==> config.mk <==
export PLATFORM = sky130hd
export DESIGN_NAME = crf_top
export DESIGN_NICKNAME = d
export VERILOG_FILES = /design/src/core/crf_pick.v /design/src/core/crf_skid.v /design/src/core/crf_top.v
export VERILOG_INCLUDE_DIRS = /design/src /design/src/core
export SDC_FILE = /design/constraint.sdc
export NUM_CORES = 1
export LEC_CHECK = 0
export BUFFER_PORTS_ARGS = -buffer_cell sky130_fd_sc_hd__buf_4
export CORE_AREA = 2 2 262 264
export CTS_CLUSTER_DIAMETER = 40
export DETAILED_ROUTE_END_ITERATION = 7
export DIE_AREA = 0 0 264 266
export RECOVER_POWER = 50
export SYNTH_ARGS = -nofsm -noshare
export SYNTH_HDL_FRONTEND = slang
export SYNTH_SLANG_ARGS = --single-unit
==> constraint.sdc <==
create_clock -name clk -period 4.7 [get_ports clk]
set_input_delay 0.705 -clock clk [delete_from_list [all_inputs] [get_ports clk]]
set_output_delay 0.705 -clock clk [all_outputs]
set_load 0.05 [all_outputs]
==> src/core/crf_map.vh <==
// register offsets, field positions, reset values and codes of the receive filter block
// Notes on behaviour
// range bits give 0-64, 65-128, 129-192 or 193-256 clocks per quantum
// each buffer compares its identifier plainly or through a mask
// a mask buffer, 0 or 2, never stores a message
// global setting: highest enabled mask serves buffers 4 to 15, both formats
// only the buffer's own extension bit picks standard or extended match
// one buffer stores a message; unmasked outranks masked
// among equal types the lowest number wins
// rewrite permit disables reception of the picked buffer 0 to 15
// while permit is set the picked buffer is no candidate
// a store under way into the picked buffer still completes
// initialization request clears the permit
// rewrite control resets to 00H, bits 6 to 4 read zero
// software sets pick code with permit clear, then permit, keeps code
// software checks fresh flag first, repairs config after a masked store
// a masked store also writes the received identifier
// four interrupt sources: fault, receive, transmit 0 and transmit 1
// transmit interrupt n rises when the controller clears request n
// only the controller clears a request; software sets cancel request; the code also clears requests on initialization request
// receive interrupt needs valid frame, filter pass, stored data, buffer enable
// receive interrupt by the seventh bit of the next frame
// fault interrupt on bus-off, error level change, overrun or wake-up
// no fault interrupts while wake flag is set; software clears it
// first mask: buffer 0 masks 1; second: buffer 2 masks 3
// with global set the highest defined mask covers all buffers above it; the code leaves buffer 3 unmasked then
// range bits act only while quantum range enable is 1
// fresh flag sets once a message is fully moved into the buffer
`ifndef CRF_MAP_VH
`define CRF_MAP_VH
`define CRF_ADDR_FRESH 16'hffb2
`define CRF_ADDR_REWRITE 16'hffb3
`define CRF_ADDR_MASKCFG 16'hffbb
`define CRF_REWRITE_RST 8'h00
`define CRF_MASKCFG_RST 8'h00
`define CRF_RW_PERMIT 7
`define CRF_RW_PICK_HI 3
`define CRF_RW_PICK_LO 0
`define CRF_MC_RANGE_HI 7
`define CRF_MC_RANGE_LO 6
`define CRF_MC_GLOBAL 2
`define CRF_MC_MASK2 1
`define CRF_MC_MASK1 0
`define CRF_MASKCFG_RW 8'hf7
`define CRF_SRC_NONE 2'h0
`define CRF_SRC_MASK0 2'h1
`define CRF_SRC_MASK1 2'h2
`define CRF_SRC_ISMASK 2'h3
`define CRF_ID_W 29
`define CRF_STD_BITS 29'h1ffc_0000
`define CRF_EXT_BITS 29'h1fff_ffff
`define CRF_TQ_STEP 9'h040
`endif

==> src/core/crf_pick.v <==
// priority pick among matching receive buffers
`timescale 1ns/100ps
module crf_pick #(
   parameter NBUF = 16,
   parameter IW = 4
) (
   hit,
   masked,
   found,
   idx,
   via_mask
);
   input wire [NBUF-1:0] hit;
   input wire [NBUF-1:0] masked;
   output wire found;
   output wire [IW-1:0] idx;
   output wire via_mask;

   wire [NBUF-1:0] plain_hit;
   wire [NBUF-1:0] mask_hit;
   wire [IW-1:0] plain_idx;
   wire [IW-1:0] mask_idx;

   // lowest set bit of a vector
   function [IW-1:0] crf_lowest;
      input [NBUF-1:0] v;
      integer k;
      begin
         crf_lowest = {IW{1'b0}};
         for (k = NBUF - 1; k >= 0; k = k - 1)
         begin
            if (v[k])
            begin
               crf_lowest = k[IW-1:0];
            end
         end
      end
   endfunction

   // unmasked first, then lowest number within a type
   assign plain_hit = hit & ~masked;
   assign mask_hit = hit & masked;
   assign plain_idx = crf_lowest(plain_hit);
   assign mask_idx = crf_lowest(mask_hit);
   assign found = |hit;
   assign via_mask = ~(|plain_hit);
   assign idx = via_mask ? mask_idx : plain_idx;
endmodule // crf_pick

==> src/core/crf_skid.v <==
// two-entry buffer with valid and ready on both sides
`timescale 1ns/100ps
module crf_skid #(
   parameter W = 35
) (
   clk,
   sys_rst,
   in_valid,
   in_ready,
   in_data,
   out_valid,
   out_ready,
   out_data
);
   input wire clk;
   input wire sys_rst;
   input wire in_valid;
   output reg in_ready;
   input wire [W-1:0] in_data;
   output reg out_valid;
   input wire out_ready;
   output reg [W-1:0] out_data;

   reg spare_v_ff;
   reg [W-1:0] spare_ff;
   reg nxt_spare_v;
   reg nxt_out_v;
   reg [W-1:0] nxt_spare;
   reg [W-1:0] nxt_out;
   wire push;

   assign push = in_valid & in_ready;

   // head is the output register, spare catches a word during a stall
   always @*
   begin
      nxt_spare_v = spare_v_ff;
      nxt_spare = spare_ff;
      nxt_out_v = out_valid;
      nxt_out = out_data;
      if (out_ready | ~out_valid)
      begin
         if (spare_v_ff)
         begin
            nxt_out_v = 1'b1;
            nxt_out = spare_ff;
            nxt_spare_v = 1'b0;
         end
         else
         begin
            nxt_out_v = push;
            nxt_out = in_data;
         end
      end
      else if (push)
      begin
         nxt_spare_v = 1'b1;
         nxt_spare = in_data;
      end
   end

   // state update
   always @(posedge clk)
   begin
      if (sys_rst)
      begin
         spare_v_ff <= 1'b0;
         spare_ff <= {W{1'b0}};
         out_valid <= 1'b0;
         out_data <= {W{1'b0}};
         in_ready <= 1'b1;
      end
      else
      begin
         spare_v_ff <= nxt_spare_v;
         spare_ff <= nxt_spare;
         out_valid <= nxt_out_v;
         out_data <= nxt_out;
         in_ready <= ~nxt_spare_v;
      end
   end
endmodule // crf_skid

==> src/core/crf_top.v <==
// receive acceptance filter, buffer rewrite control and interrupt sources
`timescale 1ns/100ps
`include "crf_map.vh"
module crf_top #(
   parameter NBUF = 16,
   parameter IW = 4
) (
   clk,
   sys_rst,
   cpu_addr,
   cpu_wr,
   cpu_rd,
   cpu_wdata,
   cpu_rdata_ff,
   ctl_init,
   quantum_range_enable,
   tq_range_sel_ff,
   tq_max_clocks_ff,
   buf_id_flat,
   buf_ide,
   buf_eni,
   dn_clr,
   fresh_message_flag_ff,
   rx_valid,
   rx_frame_ok,
   rx_id,
   rx_ide,
   rx_ready,
   store_valid,
   store_ready,
   store_idx,
   store_id,
   store_id_wr,
   tx_set,
   tx_cancel_set,
   tx_done,
   transmit_request_ff,
   transmit_cancel_request_ff,
   bus_off_state,
   transmit_error_level,
   receive_error_level,
   overrun_evt,
   wake_evt,
   wake_clr,
   wake_flag_ff,
   fault_interrupt_flag_ff,
   rx_interrupt_flag_ff,
   tx0_interrupt_flag_ff,
   tx1_interrupt_flag_ff
);
   input wire clk;
   input wire sys_rst;
   input wire [15:0] cpu_addr;
   input wire cpu_wr;
   input wire cpu_rd;
   input wire [7:0] cpu_wdata;
   output reg [7:0] cpu_rdata_ff;
   input wire ctl_init;
   input wire quantum_range_enable;
   output reg [1:0] tq_range_sel_ff;
   output reg [8:0] tq_max_clocks_ff;
   input wire [NBUF*`CRF_ID_W-1:0] buf_id_flat;
   input wire [NBUF-1:0] buf_ide;
   input wire [NBUF-1:0] buf_eni;
   input wire [NBUF-1:0] dn_clr;
   output reg [NBUF-1:0] fresh_message_flag_ff;
   input wire rx_valid;
   input wire rx_frame_ok;
   input wire [`CRF_ID_W-1:0] rx_id;
   input wire rx_ide;
   output wire rx_ready;
   output wire store_valid;
   input wire store_ready;
   output wire [IW-1:0] store_idx;
   output wire [`CRF_ID_W-1:0] store_id;
   output wire store_id_wr;
   input wire [1:0] tx_set;
   input wire [1:0] tx_cancel_set;
   input wire [1:0] tx_done;
   output reg [1:0] transmit_request_ff;
   output reg [1:0] transmit_cancel_request_ff;
   input wire bus_off_state;
   input wire transmit_error_level;
   input wire receive_error_level;
   input wire overrun_evt;
   input wire wake_evt;
   input wire wake_clr;
   output reg wake_flag_ff;
   output reg fault_interrupt_flag_ff;
   output reg rx_interrupt_flag_ff;
   output reg tx0_interrupt_flag_ff;
   output reg tx1_interrupt_flag_ff;

   localparam PW = `CRF_ID_W + IW + 2;

   reg [7:0] filter_mask_config_ff;
   reg rewrite_permit_ff;
   reg [3:0] buffer_pick_code_ff;
   reg [2:0] err_prev_ff;
   wire first_mask_enable;
   wire second_mask_enable;
   wire global_mask;
   wire [`CRF_ID_W-1:0] mask0_bits;
   wire [`CRF_ID_W-1:0] mask1_bits;
   wire [NBUF-1:0] hit;
   wire [NBUF-1:0] masked;
   wire found;
   wire via_mask;
   wire [IW-1:0] win_idx;
   wire push_valid;
   wire [PW-1:0] push_data;
   wire [PW-1:0] pop_data;
   wire pop;
   wire pop_eni;
   wire wr_rewrite;
   wire wr_maskcfg;
   wire err_change;
   reg [7:0] nxt_rdata;
   wire [7:0] rw_rst = `CRF_REWRITE_RST;

   // which mask, if any, a buffer compares through
   function [1:0] crf_mask_src;
      input integer n;
      input m0;
      input m1;
      input g;
      begin
         crf_mask_src = `CRF_SRC_NONE;
         if ((n == 0 && m0) || (n == 2 && m1))
         begin
            crf_mask_src = `CRF_SRC_ISMASK;
         end
         else if (n == 1 && m0)
         begin
            crf_mask_src = `CRF_SRC_MASK0;
         end
         else if (n == 2 && g && m0)
         begin
            crf_mask_src = `CRF_SRC_MASK0;
         end
         else if (n == 3 && m1 && ~g)
         begin
            crf_mask_src = `CRF_SRC_MASK1;
         end
         else if (n >= 4 && g && m1)
         begin
            crf_mask_src = `CRF_SRC_MASK1;
         end
         else if (n >= 4 && g && m0)
         begin
            crf_mask_src = `CRF_SRC_MASK0;
         end
      end
   endfunction

   assign first_mask_enable = filter_mask_config_ff[`CRF_MC_MASK1];
   assign second_mask_enable = filter_mask_config_ff[`CRF_MC_MASK2];
   assign global_mask = filter_mask_config_ff[`CRF_MC_GLOBAL];
   assign mask0_bits = buf_id_flat[0*`CRF_ID_W +: `CRF_ID_W];
   assign mask1_bits = buf_id_flat[2*`CRF_ID_W +: `CRF_ID_W];

   // per-buffer comparison of the incoming identifier
   genvar gi;
   generate
      for (gi = 0; gi < NBUF; gi = gi + 1)
      begin : g_cmp
         wire [1:0] src;
         wire [`CRF_ID_W-1:0] fmt_bits;
         wire [`CRF_ID_W-1:0] use_bits;
         wire excluded;
         assign src = crf_mask_src(gi, first_mask_enable, second_mask_enable,
                                   global_mask);
         assign fmt_bits = buf_ide[gi] ? `CRF_EXT_BITS : `CRF_STD_BITS;
         assign use_bits = (src == `CRF_SRC_MASK0) ? mask0_bits :
                           (src == `CRF_SRC_MASK1) ? mask1_bits :
                           `CRF_EXT_BITS;
         assign excluded = rewrite_permit_ff &&
                           (buffer_pick_code_ff == gi);
         assign masked[gi] = (src == `CRF_SRC_MASK0) || (src == `CRF_SRC_MASK1);
         assign hit[gi] = (src != `CRF_SRC_ISMASK) && ~excluded &&
                          (buf_ide[gi] == rx_ide) &&
                          (((rx_id ^ buf_id_flat[gi*`CRF_ID_W +: `CRF_ID_W]) &
                            fmt_bits & use_bits) == {`CRF_ID_W{1'b0}});
      end
   endgenerate

   // one winner per message
   crf_pick #(
      .NBUF(NBUF),
      .IW(IW)
   ) u_pick (
      .hit(hit),
      .masked(masked),
      .found(found),
      .idx(win_idx),
      .via_mask(via_mask)
   );

   // queued stores finish even if the permit rises later
   assign push_valid = rx_valid & rx_frame_ok & found;
   assign push_data = {buf_eni[win_idx], via_mask, win_idx, rx_id};

   crf_skid #(
      .W(PW)
   ) u_skid (
      .clk(clk),
      .sys_rst(sys_rst),
      .in_valid(push_valid),
      .in_ready(rx_ready),
      .in_data(push_data),
      .out_valid(store_valid),
      .out_ready(store_ready),
      .out_data(pop_data)
   );

   assign store_id = pop_data[`CRF_ID_W-1:0];
   assign store_idx = pop_data[`CRF_ID_W +: IW];
   assign store_id_wr = pop_data[`CRF_ID_W+IW];
   assign pop_eni = pop_data[`CRF_ID_W+IW+1];
   assign pop = store_valid & store_ready;

   // register decode
   assign wr_rewrite = cpu_wr && (cpu_addr == `CRF_ADDR_REWRITE);
   assign wr_maskcfg = cpu_wr && (cpu_addr == `CRF_ADDR_MASKCFG) && ctl_init;

   // read data mux, unmapped addresses read zero
   always @*
   begin
      nxt_rdata = 8'h00;
      case (cpu_addr)
         `CRF_ADDR_FRESH:
         begin
            nxt_rdata = fresh_message_flag_ff[7:0];
         end
         `CRF_ADDR_REWRITE:
         begin
            nxt_rdata = {rewrite_permit_ff, 3'h0, buffer_pick_code_ff};
         end
         `CRF_ADDR_MASKCFG:
         begin
            nxt_rdata = filter_mask_config_ff;
         end
         default:
         begin
            nxt_rdata = 8'h00;
         end
      endcase
   end

   // configuration registers and prescaler range
   always @(posedge clk)
   begin
      if (sys_rst)
      begin
         cpu_rdata_ff <= 8'h00;
         filter_mask_config_ff <= `CRF_MASKCFG_RST;
         rewrite_permit_ff <= rw_rst[`CRF_RW_PERMIT];
         buffer_pick_code_ff <= rw_rst[`CRF_RW_PICK_HI:`CRF_RW_PICK_LO];
         tq_range_sel_ff <= 2'h0;
         tq_max_clocks_ff <= `CRF_TQ_STEP;
      end
      else
      begin
         if (cpu_rd)
         begin
            cpu_rdata_ff <= nxt_rdata;
         end
         if (wr_maskcfg)
         begin
            filter_mask_config_ff <= cpu_wdata & `CRF_MASKCFG_RW;
         end
         if (wr_rewrite)
         begin
            buffer_pick_code_ff <= cpu_wdata[`CRF_RW_PICK_HI:`CRF_RW_PICK_LO];
         end
         if (ctl_init)
         begin
            rewrite_permit_ff <= 1'b0;
         end
         else if (wr_rewrite)
         begin
            rewrite_permit_ff <= cpu_wdata[`CRF_RW_PERMIT];
         end
         if (quantum_range_enable)
         begin
            tq_range_sel_ff <= filter_mask_config_ff[`CRF_MC_RANGE_HI:`CRF_MC_RANGE_LO];
            tq_max_clocks_ff <= {filter_mask_config_ff[`CRF_MC_RANGE_HI:`CRF_MC_RANGE_LO],
                                 6'h00} + `CRF_TQ_STEP;
         end
         else
         begin
            tq_range_sel_ff <= 2'h0;
            tq_max_clocks_ff <= `CRF_TQ_STEP;
         end
      end
   end

   // fresh flags and receive interrupt at completed store
   always @(posedge clk)
   begin
      if (sys_rst)
      begin
         fresh_message_flag_ff <= {NBUF{1'b0}};
         rx_interrupt_flag_ff <= 1'b0;
      end
      else
      begin
         if (ctl_init)
         begin
            fresh_message_flag_ff <= {NBUF{1'b0}};
         end
         else
         begin
            fresh_message_flag_ff <= (fresh_message_flag_ff & ~dn_clr) |
                                     ({{(NBUF-1){1'b0}}, pop} << store_idx);
         end
         rx_interrupt_flag_ff <= pop & pop_eni;
      end
   end

   // transmit requests: software sets, the controller or an initialization request clears
   always @(posedge clk)
   begin
      if (sys_rst)
      begin
         transmit_request_ff <= 2'h0;
         transmit_cancel_request_ff <= 2'h0;
         tx0_interrupt_flag_ff <= 1'b0;
         tx1_interrupt_flag_ff <= 1'b0;
      end
      else
      begin
         if (ctl_init)
         begin
            transmit_request_ff <= 2'h0;
            transmit_cancel_request_ff <= 2'h0;
         end
         else
         begin
            transmit_request_ff <= (transmit_request_ff | tx_set) & ~tx_done;
            transmit_cancel_request_ff <= (transmit_cancel_request_ff |
                                           (tx_cancel_set & transmit_request_ff)) &
                                          ~tx_done;
         end
         tx0_interrupt_flag_ff <= tx_done[0] & transmit_request_ff[0];
         tx1_interrupt_flag_ff <= tx_done[1] & transmit_request_ff[1];
      end
   end

   assign err_change = (err_prev_ff != {bus_off_state, transmit_error_level,
                                        receive_error_level});

   // fault source, held off while the wake flag stands
   always @(posedge clk)
   begin
      if (sys_rst)
      begin
         err_prev_ff <= 3'h0;
         wake_flag_ff <= 1'b0;
         fault_interrupt_flag_ff <= 1'b0;
      end
      else
      begin
         err_prev_ff <= {bus_off_state, transmit_error_level, receive_error_level};
         wake_flag_ff <= wake_evt | (wake_flag_ff & ~wake_clr);
         fault_interrupt_flag_ff <= ~wake_flag_ff &
                                    (err_change | overrun_evt | wake_evt);
      end
   end
endmodule // crf_top

==> flow_metrics.tcl, run 1 <==
set metrics [dict create \
    sw_frac_of_total_pct 33.5 \
    critPathBufInv 5 \
    r2r_end "u_skid.out_data[34]" \
    syn_inst 1861 \
    internal_power_mw 2.68 \
    p_leak_nw 9.76 \
    ir_drop_uv 251 \
    cp_slowest_stage_delay_ps 630 \
    ys_types 82 \
    skew_ps 11.0 \
    ys.flop_type "dfxtp_1" \
    path_cells "buf_12 > nand3b_2 > o22ai_4 > buf_6 > buf_4 > o2111ai_2 > nor4_4 > a21oi_2 > buf_4 > o21ai_0 > a31oi_1 > o211ai_1 > o2bb2ai_2 > a21o_1 > buf_12 > mux2i_1 > a211oi_1 > o41ai_2 > a311oi_1" \
    grt_pass1_vias 18100 \
    drv_slew 0 \
    drt_wl_total_um 95700 \
    ctsHtreeMaxLevel 4 \
    synth_area_mm2 0.0148 \
    reg2reg_slack_ps 70 \
    whs_path_depth 1 \
    vias_per_cell 5.14 \
    seq_area_frac_synth_pct 17.0 \
    ant_nets 0 \
    ff2ff_path_depth 19 \
    power_mw 4.04 \
    layout_setup_ws_ps 72.8 \
    nFillCells 7339 \
    cts_tree "done" \
    die_h_um 266 \
    final_cell_mix "823 x buf_4, 280 x xor2_1, 201 x xnor2_1" \
    slew_headroom_pct 15.2 \
    wl_per_cell_um 27.5 \
    crit_path_end_kind "flip-flop" \
    grt_pass1_wl_um 132000 \
    dp_hpwl_um 80000 \
    drt_pass1_iterations 5 \
    syn_avg_cell_area_um2 7.95 \
    clk_path_buf_depth 2 \
    dp_cells 3432 \
    syn2layout_area_growth_pct 53.8 \
    holdPathEnd "fault_interrupt_flag_ff" \
    p_clk_share_pct 34.6 \
    dieArea_mm2 0.0702 \
    cpLargestDelayFamily "compound AO/OA/AOI/OAI gates" \
    pwr-share-comb_pct 38.2 \
    clkLatencyLatePin_ps 430 \
    fmax_mhz 216 \
    clock-sinks 126 \
    cp_max_fo 18 \
    io_buffers 660 \
    numCtsBuffers 17 \
    power_frac_seq_pct 27.1 \
    finalCriticalPeriod_ps 4630 \
    synth_top_area_share_pct 17.0 \
    grt_util_all_layers_pct 26.0 \
    fin_cells 3481 \
    setup_viol 0 \
    num_rows 96 \
    ys_warn_count 0 \
    path_class "reg2reg" \
    grt_overflow 0 \
    core_mm2 0.0677 \
    start_util_pct 21.8 \
    pwr_density_cell_mw_per_mm2 177 \
    drive_gt1_share_pct 37.6 \
    synth-seq-cells 126 \
    vias 17900 \
    status "finished, final reports clean" \
    drtIter0Drc 1503 \
    startpoint_type "flip-flop" \
    nNetsFinal 3171 \
    clk_pin_slew_ps 70 \
    root_buffer "clkbuf_16" \
    layout_commonest_cell "buf_4" \
    hold_class "reg2reg" \
    die_w_um 264 \
    crit_required_ps 4970 \
    place.gp.congestion 0.982 \
    ios 667 \
    fin_util_pct 33.6 \
    finalHoldViolations 0 \
    cp.arrival_ps 4890 \
    slowest_stage "nor4_4" \
    grt_max_degree 67 \
    min-delay-start "wake_flag_ff" \
    drc 0 \
    place_ws_ps -820 \
    post-synth-top-area-cell "dfxtp_1" \
    fin_crit_sh_pct 98.5 \
    antenna_found_initial 6 \
    worst_pin_slew_ps 1270 \
    p_switching_mw 1.35 \
    synth_edf_count 0 \
    async_flop_share_pct 0 \
    r2r_start "filter_mask_config_ff[1]" \
    synthTopCellsByArea "dfxtp_1 17%, xor2_1 17%, xnor2_1 12%" \
    cap_violations 0 \
    holdBufCountCts 0 \
]
## how the worst max path moves through the flow
stage / startpoint / to / cells after the start
6_report: filter_mask_config_ff[1] / u_skid.out_data[34] / 19
5_1_grt: filter_mask_config_ff[2] / u_skid.out_data[34] / 20
4_1_cts: filter_mask_config_ff[1] / u_skid.out_data[34] / 19
3_5_place_dp: filter_mask_config_ff[2] / u_skid.out_data[34] / 18
3_3_place_gp: filter_mask_config_ff[2] / u_skid.out_data[34] / 18
2_1_floorplan: buf_id_flat[27] / u_skid.out_data[34] / 17
## synth_stat cells, types with 18 or more instances
| master | instances |
|---|---|
| nand4bb_1 | 19 |
| nor4_1 | 30 |
| nand3_1 | 193 |
| nand2b_1 | 18 |
| buf_2 | 86 |
| clkbuf_1 | 54 |
| buf_4 | 49 |
| xnor2_1 | 201 |
| o21ai_0 | 55 |
| xor2_1 | 280 |
| mux2i_1 | 81 |
| nor2_1 | 120 |
| nand2_1 | 32 |
| nor2b_1 | 34 |
| nand3b_1 | 20 |
| o2111ai_1 | 54 |
| a21oi_1 | 38 |
| nor3_1 | 56 |
| a211oi_1 | 46 |
| dfxtp_1 | 126 |
| o22ai_1 | 29 |
## state kept, by name, indices dropped and copies added, names as in the netlist, 3 cells and up
signal and count:
buffer_pick_code_ff 4, cpu_rdata_ff 8, err_prev_ff 3, filter_mask_config_ff 7, fresh_message_flag_ff 16, tq_max_clocks_ff 3, u_skid.out_data 35, u_skid.spare_ff 35
## metrics by stage
stage               cell area (um^2)  TNS, ps  hold WS (ps)
floorplan                      14800        0           454
global placement               21800    -7420           438
detailed placement             21800    -2580           442
CTS                            22600        0           423
global route                   22800    -66.1           434
finish                         22800        0           447
## kinds of logic (layout without fill, tap and decap cells)
kind of cell | after synthesis | after routing | share of synthesized area (%)
AOI/OAI and AO/OA | 314 | 314 | 16.0
xor gates and xnor gates | 481 | 481 | 28.5
adders and majority gates | 1 | 1 | 0.0846
buffers and inverters | 217 | 946 | 7.78
DFF | 126 | 126 | 17.0
muxes | 84 | 84 | 5.71
other | 1 | 10 | 0.0253
and+or+nand+nor | 637 | 637 | 24.9
## power groups by stage
| stage | sequential [mW] | combinational [mW] | clock (mW) |
|---|---|---|---|
| after floorplan | 1.12 | 0.711 | 0 |
| after detailed placement | 1.12 | 1.50 | 0 |
| after global routing | 1.10 | 1.62 | 1.48 |
| final | 1.09 | 1.54 | 1.40 |
| after global placement | 1.12 | 1.51 | 0 |
| after CTS | 1.10 | 1.52 | 1.43 |
## worst register-to-register path: cells and delay by family, from the launching register on
| family | cells | cell delay, ps |
|---|---|---|
| flops | 1 | 360 |
| buf+inv | 5 | 830 |
| simple gates | 2 | 940 |
| mux | 1 | 200 |
| compound gates | 11 | 2130 |
## routing by layer
layer / track usage (%) / vias to the layer above / routed length (um)
met1: 31.3 / 8553 / 37900
met3: 4.69 / 234 / 7160
met2: 45.4 / 1011 / 46100
li1: - / 8092 / -
met5: 0 / - / 13
met4: 10.7 / 2 / 4470
## final cells by class
cell class	count	area [um^2]	area share, %
Antenna cell	4	10.0	0.0440
Clock buffer	20	457	2.01
Clock inverter	11	155	0.682
Inverter	16	63.8	0.280
Multi-Input combinational cell	1523	11600	50.8
Sequential cell	126	2530	11.1
Tap cell	882	1100	4.85
Timing Repair Buffer	899	6870	30.2
## repair_timing
item	4_1_cts	5_1_grt
resized for setup	30	45
endpoints found under the hold margin	0	0
cloned	0	1
setup endpoints to repair	40	2
pin swaps	4	15
buffers inserted	2	11
Note: power is estimated with default switching activity, not from simulation.
==> run 2, diff against run 1 <==
--- a/config.mk
+++ b/config.mk
@@ -7,11 +7,15 @@
 export NUM_CORES = 1
 export LEC_CHECK = 0
 export BUFFER_PORTS_ARGS = -buffer_cell sky130_fd_sc_hd__buf_4
-export CORE_AREA = 2 2 262 264
+export CELL_PAD_IN_SITES_DETAIL_PLACEMENT = 1
+export CELL_PAD_IN_SITES_GLOBAL_PLACEMENT = 1
+export CORE_AREA = 2 2 260 262
 export CTS_CLUSTER_DIAMETER = 40
 export DETAILED_ROUTE_END_ITERATION = 7
-export DIE_AREA = 0 0 264 266
+export DIE_AREA = 0 0 262 264
+export PLACE_DENSITY_LB_ADDON = 0.1
 export RECOVER_POWER = 50
 export SYNTH_ARGS = -nofsm -noshare
 export SYNTH_HDL_FRONTEND = slang
 export SYNTH_SLANG_ARGS = --single-unit
+export TNS_END_PERCENT = 10
==> constraint.sdc (replaced) <==
create_clock -name clk -period 4.7 [get_ports clk]
set_input_delay 0.705 -clock clk [delete_from_list [all_inputs] [get_ports clk]]
set_output_delay 0.705 -clock clk [all_outputs]
set_load 0.005 [all_outputs]
==> run 2 against run 1 <==
Clock skew decreased by 2.4 ps. Via count is 2.3% lower. Critical path type unchanged. Utilization is 0.23 points higher. Cell area shrank 1.1%. Combinational power barely moved. Largest power group unchanged. Fmax up 2.7%. Worst hold slack worse by 1.3 ps. Cell count is 1.0% lower. Sequential share of layout area rose by 0.12 points. First-iteration DRC count fell by 29%. Sequential power hardly changed. The run now ends with max-capacitance violations, max-slew violations left. Register-to-register slack improved by 120 ps.
==> flow_metrics.tcl, run 2 (synthesized netlist as in run 1, its figures left out) <==
set metrics [dict create \
    dp_hpwl_um 88400 \
    io_buffers 660 \
    holdWs_ps 445 \
    whs_path_depth 2 \
    root_buffer "clkbuf_16" \
    antenna_found_initial 6 \
    drive_gt1_share_pct 37.3 \
    holdBufCountCts 0 \
    finalHoldViolations 0 \
    core_mm2 0.0666 \
    r2r_end "u_skid.spare_ff[34]" \
    grt_pass1_vias 18900 \
    drtIter0Drc 1073 \
    reg_top3 "u_skid.out_data (35), u_skid.spare_ff (35), fresh_message_flag_ff (16)" \
    numCtsBuffers 17 \
    dieArea_mm2 0.0692 \
    ios 667 \
    r2r_start "filter_mask_config_ff[1]" \
    place.gp.congestion 0.944 \
    grt_overflow 0 \
    grt_util_all_layers_pct 29.2 \
    die_h_um 264 \
    reg2reg_slack_ps 190 \
    clock-sinks 126 \
    worst_pin_slew_ps 3680 \
    die_w_um 262 \
    fmax_mhz 222 \
    drt_wl_total_um 104000 \
    start_util_pct 22.2 \
    drt_pass1_iterations 4 \
    syn2layout_area_growth_pct 52.2 \
    crit_required_ps 5010 \
    drv_slew 74 \
    num_rows 95 \
    clk_path_buf_depth 2 \
    ff2ff_path_depth 19 \
    final_cell_mix "775 x buf_4, 280 x xor2_1, 201 x xnor2_1" \
    layout_setup_ws_ps 193 \
    tns_ps 0 \
    cts_tree "done" \
    dp_cells 3399 \
    clkLatencyLatePin_ps 440 \
    hold_class "in2reg" \
    crit_path_end_kind "flip-flop" \
    skew_ps 8.53 \
    status "complete, but fails checks" \
    setup_viol 0 \
    ir_drop_uv 266 \
    grt_max_degree 74 \
    fin_crit_sh_pct 95.9 \
    wl_per_cell_um 30.3 \
    clk_pin_slew_ps 60 \
    grt_pass1_wl_um 144000 \
    finalCriticalPeriod_ps 4510 \
    p_leak_nw 9.63 \
    fin_cells 3445 \
    startpoint_type "flip-flop" \
    ctsHtreeMaxLevel 4 \
    drc 0 \
    cap_violations 1 \
    violations "max-capacitance violations, max-slew violations" \
    cp.arrival_ps 4810 \
    path_class "reg2reg" \
    vias_per_cell 5.07 \
    pwr_density_cell_mw_per_mm2 182 \
    ant_nets 0 \
    nNetsFinal 3142 \
    crit_start "filter_mask_config_ff[1]" \
    slew_headroom_pct -146 \
    vias 17500 \
    cp_max_fo 10 \
    min-delay-start "tx_done[0]" \
    holdPathEnd "transmit_request_ff[0]" \
    layout_commonest_cell "buf_4" \
    place_ws_ps -593 \
]
## run 2: cell count changes in the layout (fill, tap and decap cells not counted), moves of 5 or more
cell      delta
clkbuf_4    +39
buf_4       -48
clkbuf_1    -17
buf_12       -5
## run 2: worst max-delay path by stage
stage               cells past startpoint  slack, ps                   to
floorplan                              17        610  u_skid.out_data[34]
global placement                       18       -630  u_skid.out_data[34]
detailed placement                     17       -590  u_skid.out_data[34]
CTS                                    17          1  u_skid.out_data[34]
global route                           18       -0.8  u_skid.out_data[34]
finish                                 19        190  u_skid.spare_ff[34]
## run 2: critical path: stages, from the launching register on
cell and delay, ps:
dfxtp_4 450, buf_4 170, buf_4 140, and4bb_2 250, nor2_1 360, a2111oi_1 180
buf_2 190, buf_4 140, nand4b_1 100, o21a_1 210, nand4b_4 150, o41ai_4 460
a21oi_2 130, nor4b_4 280, a21o_1 160, buf_12 150, mux2i_1 220, a211oi_2 120
o41ai_2 400, a21oi_1 110
## run 2: layout make-up
cell class / count / area, um^2
Sequential cell: 126 / 2530
Clock inverter: 15 / 210
Clock buffer: 17 / 425
Inverter: 16 / 60.1
Multi-Input combinational cell: 1523 / 11500
Timing Repair Buffer: 870 / 6690
Tap cell: 873 / 1090
Antenna cell: 5 / 12.5
Fill cell: 7988 / 44100
## run 2: power by group
part / switching [mW] / internal, mW / leakage, nW / total (mW)
logic: 0.811 / 0.732 / 8.31 / 1.54
registers: 0.0112 / 1.08 / 1.03 / 1.10
clock network: 0.557 / 0.894 / 0.293 / 1.45
total: 1.38 / 2.71 / 9.63 / 4.09
## run 2: per-layer routing
| metal | vias to the layer above | share of wire [%] | global-route usage [%] | wire length, um |
|---|---|---|---|---|
| met5 | - | 0.028 | 0 | 29 |
| met4 | 4 | 2.4 | 6.95 | 2470 |
| met3 | 98 | 4.4 | 3.38 | 4610 |
| met2 | 591 | 50 | 51.9 | 52200 |
| met1 | 8742 | 43 | 37.2 | 45000 |
| li1 | 8044 | - | - | - |
## run 2: what timing repair did
| action | in CTS | in global routing |
|---|---|---|
| cloned | 1 | 2 |
| resized for setup | 19 | 47 |
| endpoints found under the setup margin | 37 | 2 |
| setup buffers | 3 | 3 |
| pin swaps | 0 | 6 |
## run 2: per-stage QoR
step | power, mW | cell area, um^2 | util [%]
2_1_floorplan | 1.77 | 14800 | -
3_3_place_gp | 2.64 | 21500 | 32.3
3_5_place_dp | 2.63 | 21500 | 32.3
4_1_cts | 4.11 | 22300 | 33.5
5_1_grt | 4.25 | 22500 | 33.8
6_report | 4.09 | 22500 | 33.8
==> run 3, diff against run 2 <==
--- a/config.mk
+++ b/config.mk
@@ -6,7 +6,7 @@
 export SDC_FILE = /design/constraint.sdc
 export NUM_CORES = 1
 export LEC_CHECK = 0
-export BUFFER_PORTS_ARGS = -buffer_cell sky130_fd_sc_hd__buf_4
+export BUFFER_PORTS_ARGS = -buffer_cell sky130_fd_sc_hd__buf_2
 export CELL_PAD_IN_SITES_DETAIL_PLACEMENT = 1
 export CELL_PAD_IN_SITES_GLOBAL_PLACEMENT = 1
 export CORE_AREA = 2 2 260 262
==> run 3 against run 2 <==
The run still ends with max-capacitance violations, max-slew violations left. Non-clock buffer count grew 64. Utilization shrank 0.72 points. Flip-flop and latch count stayed put. Fmax hardly changed. Clock-buffer cell count increased by 5. Wire length is 1.0% lower. Sequential share of layout area increased by 0.24 points. First-iteration DRC count down 6.0%. Via count up 2.1%. Highest routed layer unchanged.
==> flow_metrics.tcl, run 3 (synthesized netlist as in run 1, its figures left out) <==
set metrics [dict create \
    clock-sinks 126 \
    cp_max_fo 11 \
    hold_class "reg2reg" \
    drc 0 \
    die_w_um 262 \
    final_cell_mix "611 x buf_2, 280 x xor2_1, 223 x buf_4" \
    wl_per_cell_um 29.4 \
    vias_per_cell 5.09 \
    grt_max_degree 72 \
    critPathBufInv 7 \
    finalHoldViolations 0 \
    fin_crit_sh_pct 95.8 \
    finalCriticalPeriod_ps 4500 \
    path_cells "buf_6 > clkbuf_16 > nand4bb_1 > and2_4 > buf_4 > a2111oi_4 > buf_4 > nand4_1 > o21ai_2 > buf_4 > nand4b_4 > o41ai_4 > buf_4 > nand3_1 > nor4b_4 > a21o_1 > buf_12 > a211oi_1 > a2111oi_2 > o41ai_1 > a311oi_1" \
    crit_required_ps 5020 \
    dieArea_mm2 0.0692 \
    drv_slew 48 \
    ir_drop_uv 246 \
    cp_slowest_stage_delay_ps 420 \
    grt_pass1_wl_um 142000 \
    ios 667 \
    cp.arrival_ps 4820 \
    startpoint_type "flip-flop" \
    dp_hpwl_um 87300 \
    num_rows 95 \
    syn2layout_area_growth_pct 48.9 \
    path_class "reg2reg" \
    place_ws_ps -479 \
    violations "max-capacitance violations, max-slew violations" \
    drt_pass1_iterations 5 \
    clk_path_buf_depth 2 \
    root_buffer "clkbuf_16" \
    vias 17800 \
    drive_gt1_share_pct 39.5 \
    crit_top_cell "buf_4" \
    drtIter0Drc 1009 \
    layout_commonest_cell "buf_2" \
    crit_path_end_kind "flip-flop" \
    layout_setup_ws_ps 197 \
    ctsHtreeMaxLevel 4 \
    slew_headroom_pct -38.7 \
    io_buffers 660 \
    place.gp.congestion 0.987 \
    skew_ps 5.42 \
    clkLatencyLatePin_ps 420 \
    setup_viol 0 \
    numCtsBuffers 17 \
    cap_violations 1 \
    slowest_stage "a2111oi_2" \
    antenna_found_initial 15 \
    status "complete, but fails checks" \
    drt_wl_total_um 103000 \
    holdWs_ps 472 \
    fmax_mhz 222 \
    grt_pass1_vias 19100 \
    clk_pin_slew_ps 60 \
    cpLargestDelayFamily "compound AO/OA/AOI/OAI gates" \
    pwr_density_cell_mw_per_mm2 184 \
    worst_pin_slew_ps 2080 \
    reg_top3 "u_skid.out_data (35), u_skid.spare_ff (35), fresh_message_flag_ff (16)" \
    p_leak_nw 9.55 \
    die_h_um 264 \
    nNetsFinal 3206 \
    tns_ps 0 \
    grt_overflow 0 \
    core_mm2 0.0666 \
    grt_util_all_layers_pct 28.6 \
    ant_nets 0 \
    start_util_pct 22.2 \
    cts_tree "done" \
]
run 3: changes by cell type in the layout (fill, tap and decap cells not counted), sizes merged:
cell	delta
buf	+86
bufinv	+1
clkinvlp	-2
bufbuf	-1
clkbuf	-16
clkinv	-1
inv	-3
diode	-1
run 3: layout make-up:
type / instances / area (um^2)
clock buffer: 22 / 484
tap: 873 / 1090
multi-input combinational: 1523 / 11800
clock inverter: 10 / 183
sequential: 126 / 2530
fill: 8102 / 44500
inverter: 16 / 60.1
timing repair buffer: 934 / 5910
antenna: 4 / 10.0
run 3: stage by stage:
stage          area, um^2  utilization, %  cells  total power [mW]
2_1_floorplan       14800               -   1866              1.77
4_1_cts             21300            32.1   3489              4.05
6_report            22000            33.1   3508              4.06
3_3_place_gp        20500            30.9   3454              2.53
5_1_grt             22000            33.1   3507              4.23
3_5_place_dp        20500            30.9   3454              2.52
run 3: routing by layer:
metal  wire length, um  track usage (%)  up-vias
met5                66                0        -
met4              2810             6.58       12
met3              5550             4.11      131
met2             51300             51.0      641
met1             43500             35.9     8872
li1                  -                -     8187
run 3: worst register-to-register path, delay by kind of cell (launching register included):
kind,cells,cell delay [ps]
buffers and inverters,7,1200
AND/OR/NAND/NOR,6,1090
flip-flops,1,410
AO/OA/AOI/OAI,8,1700
run 3: power breakdown:
group / internal (mW) / leakage [nW] / total, mW / switching, mW
combinational: 0.629 / 8.20 / 1.46 / 0.833
sequential: 1.08 / 1.03 / 1.10 / 0.0124
clock: 0.996 / 0.318 / 1.50 / 0.507
run 3: what timing repair did:
item | CTS | global route
pin swaps | 0 | 13
setup endpoints to repair | 36 | 2
setup buffers | 3 | 8
hold buffers | 0 | 0
resized for setup | 20 | 94
cloned | 0 | 7
run 3: worst paths after layout:
check / start / cells after the start / endpoint / slack [ps]
max: filter_mask_config_ff[1] / 21 / u_skid.out_data[34] / 200
min: transmit_request_ff[0] / 2 / tx0_interrupt_flag_ff / 470
max reg2reg: filter_mask_config_ff[1] / 21 / u_skid.out_data[34] / 200
min reg2reg: transmit_request_ff[0] / 2 / tx0_interrupt_flag_ff / 470
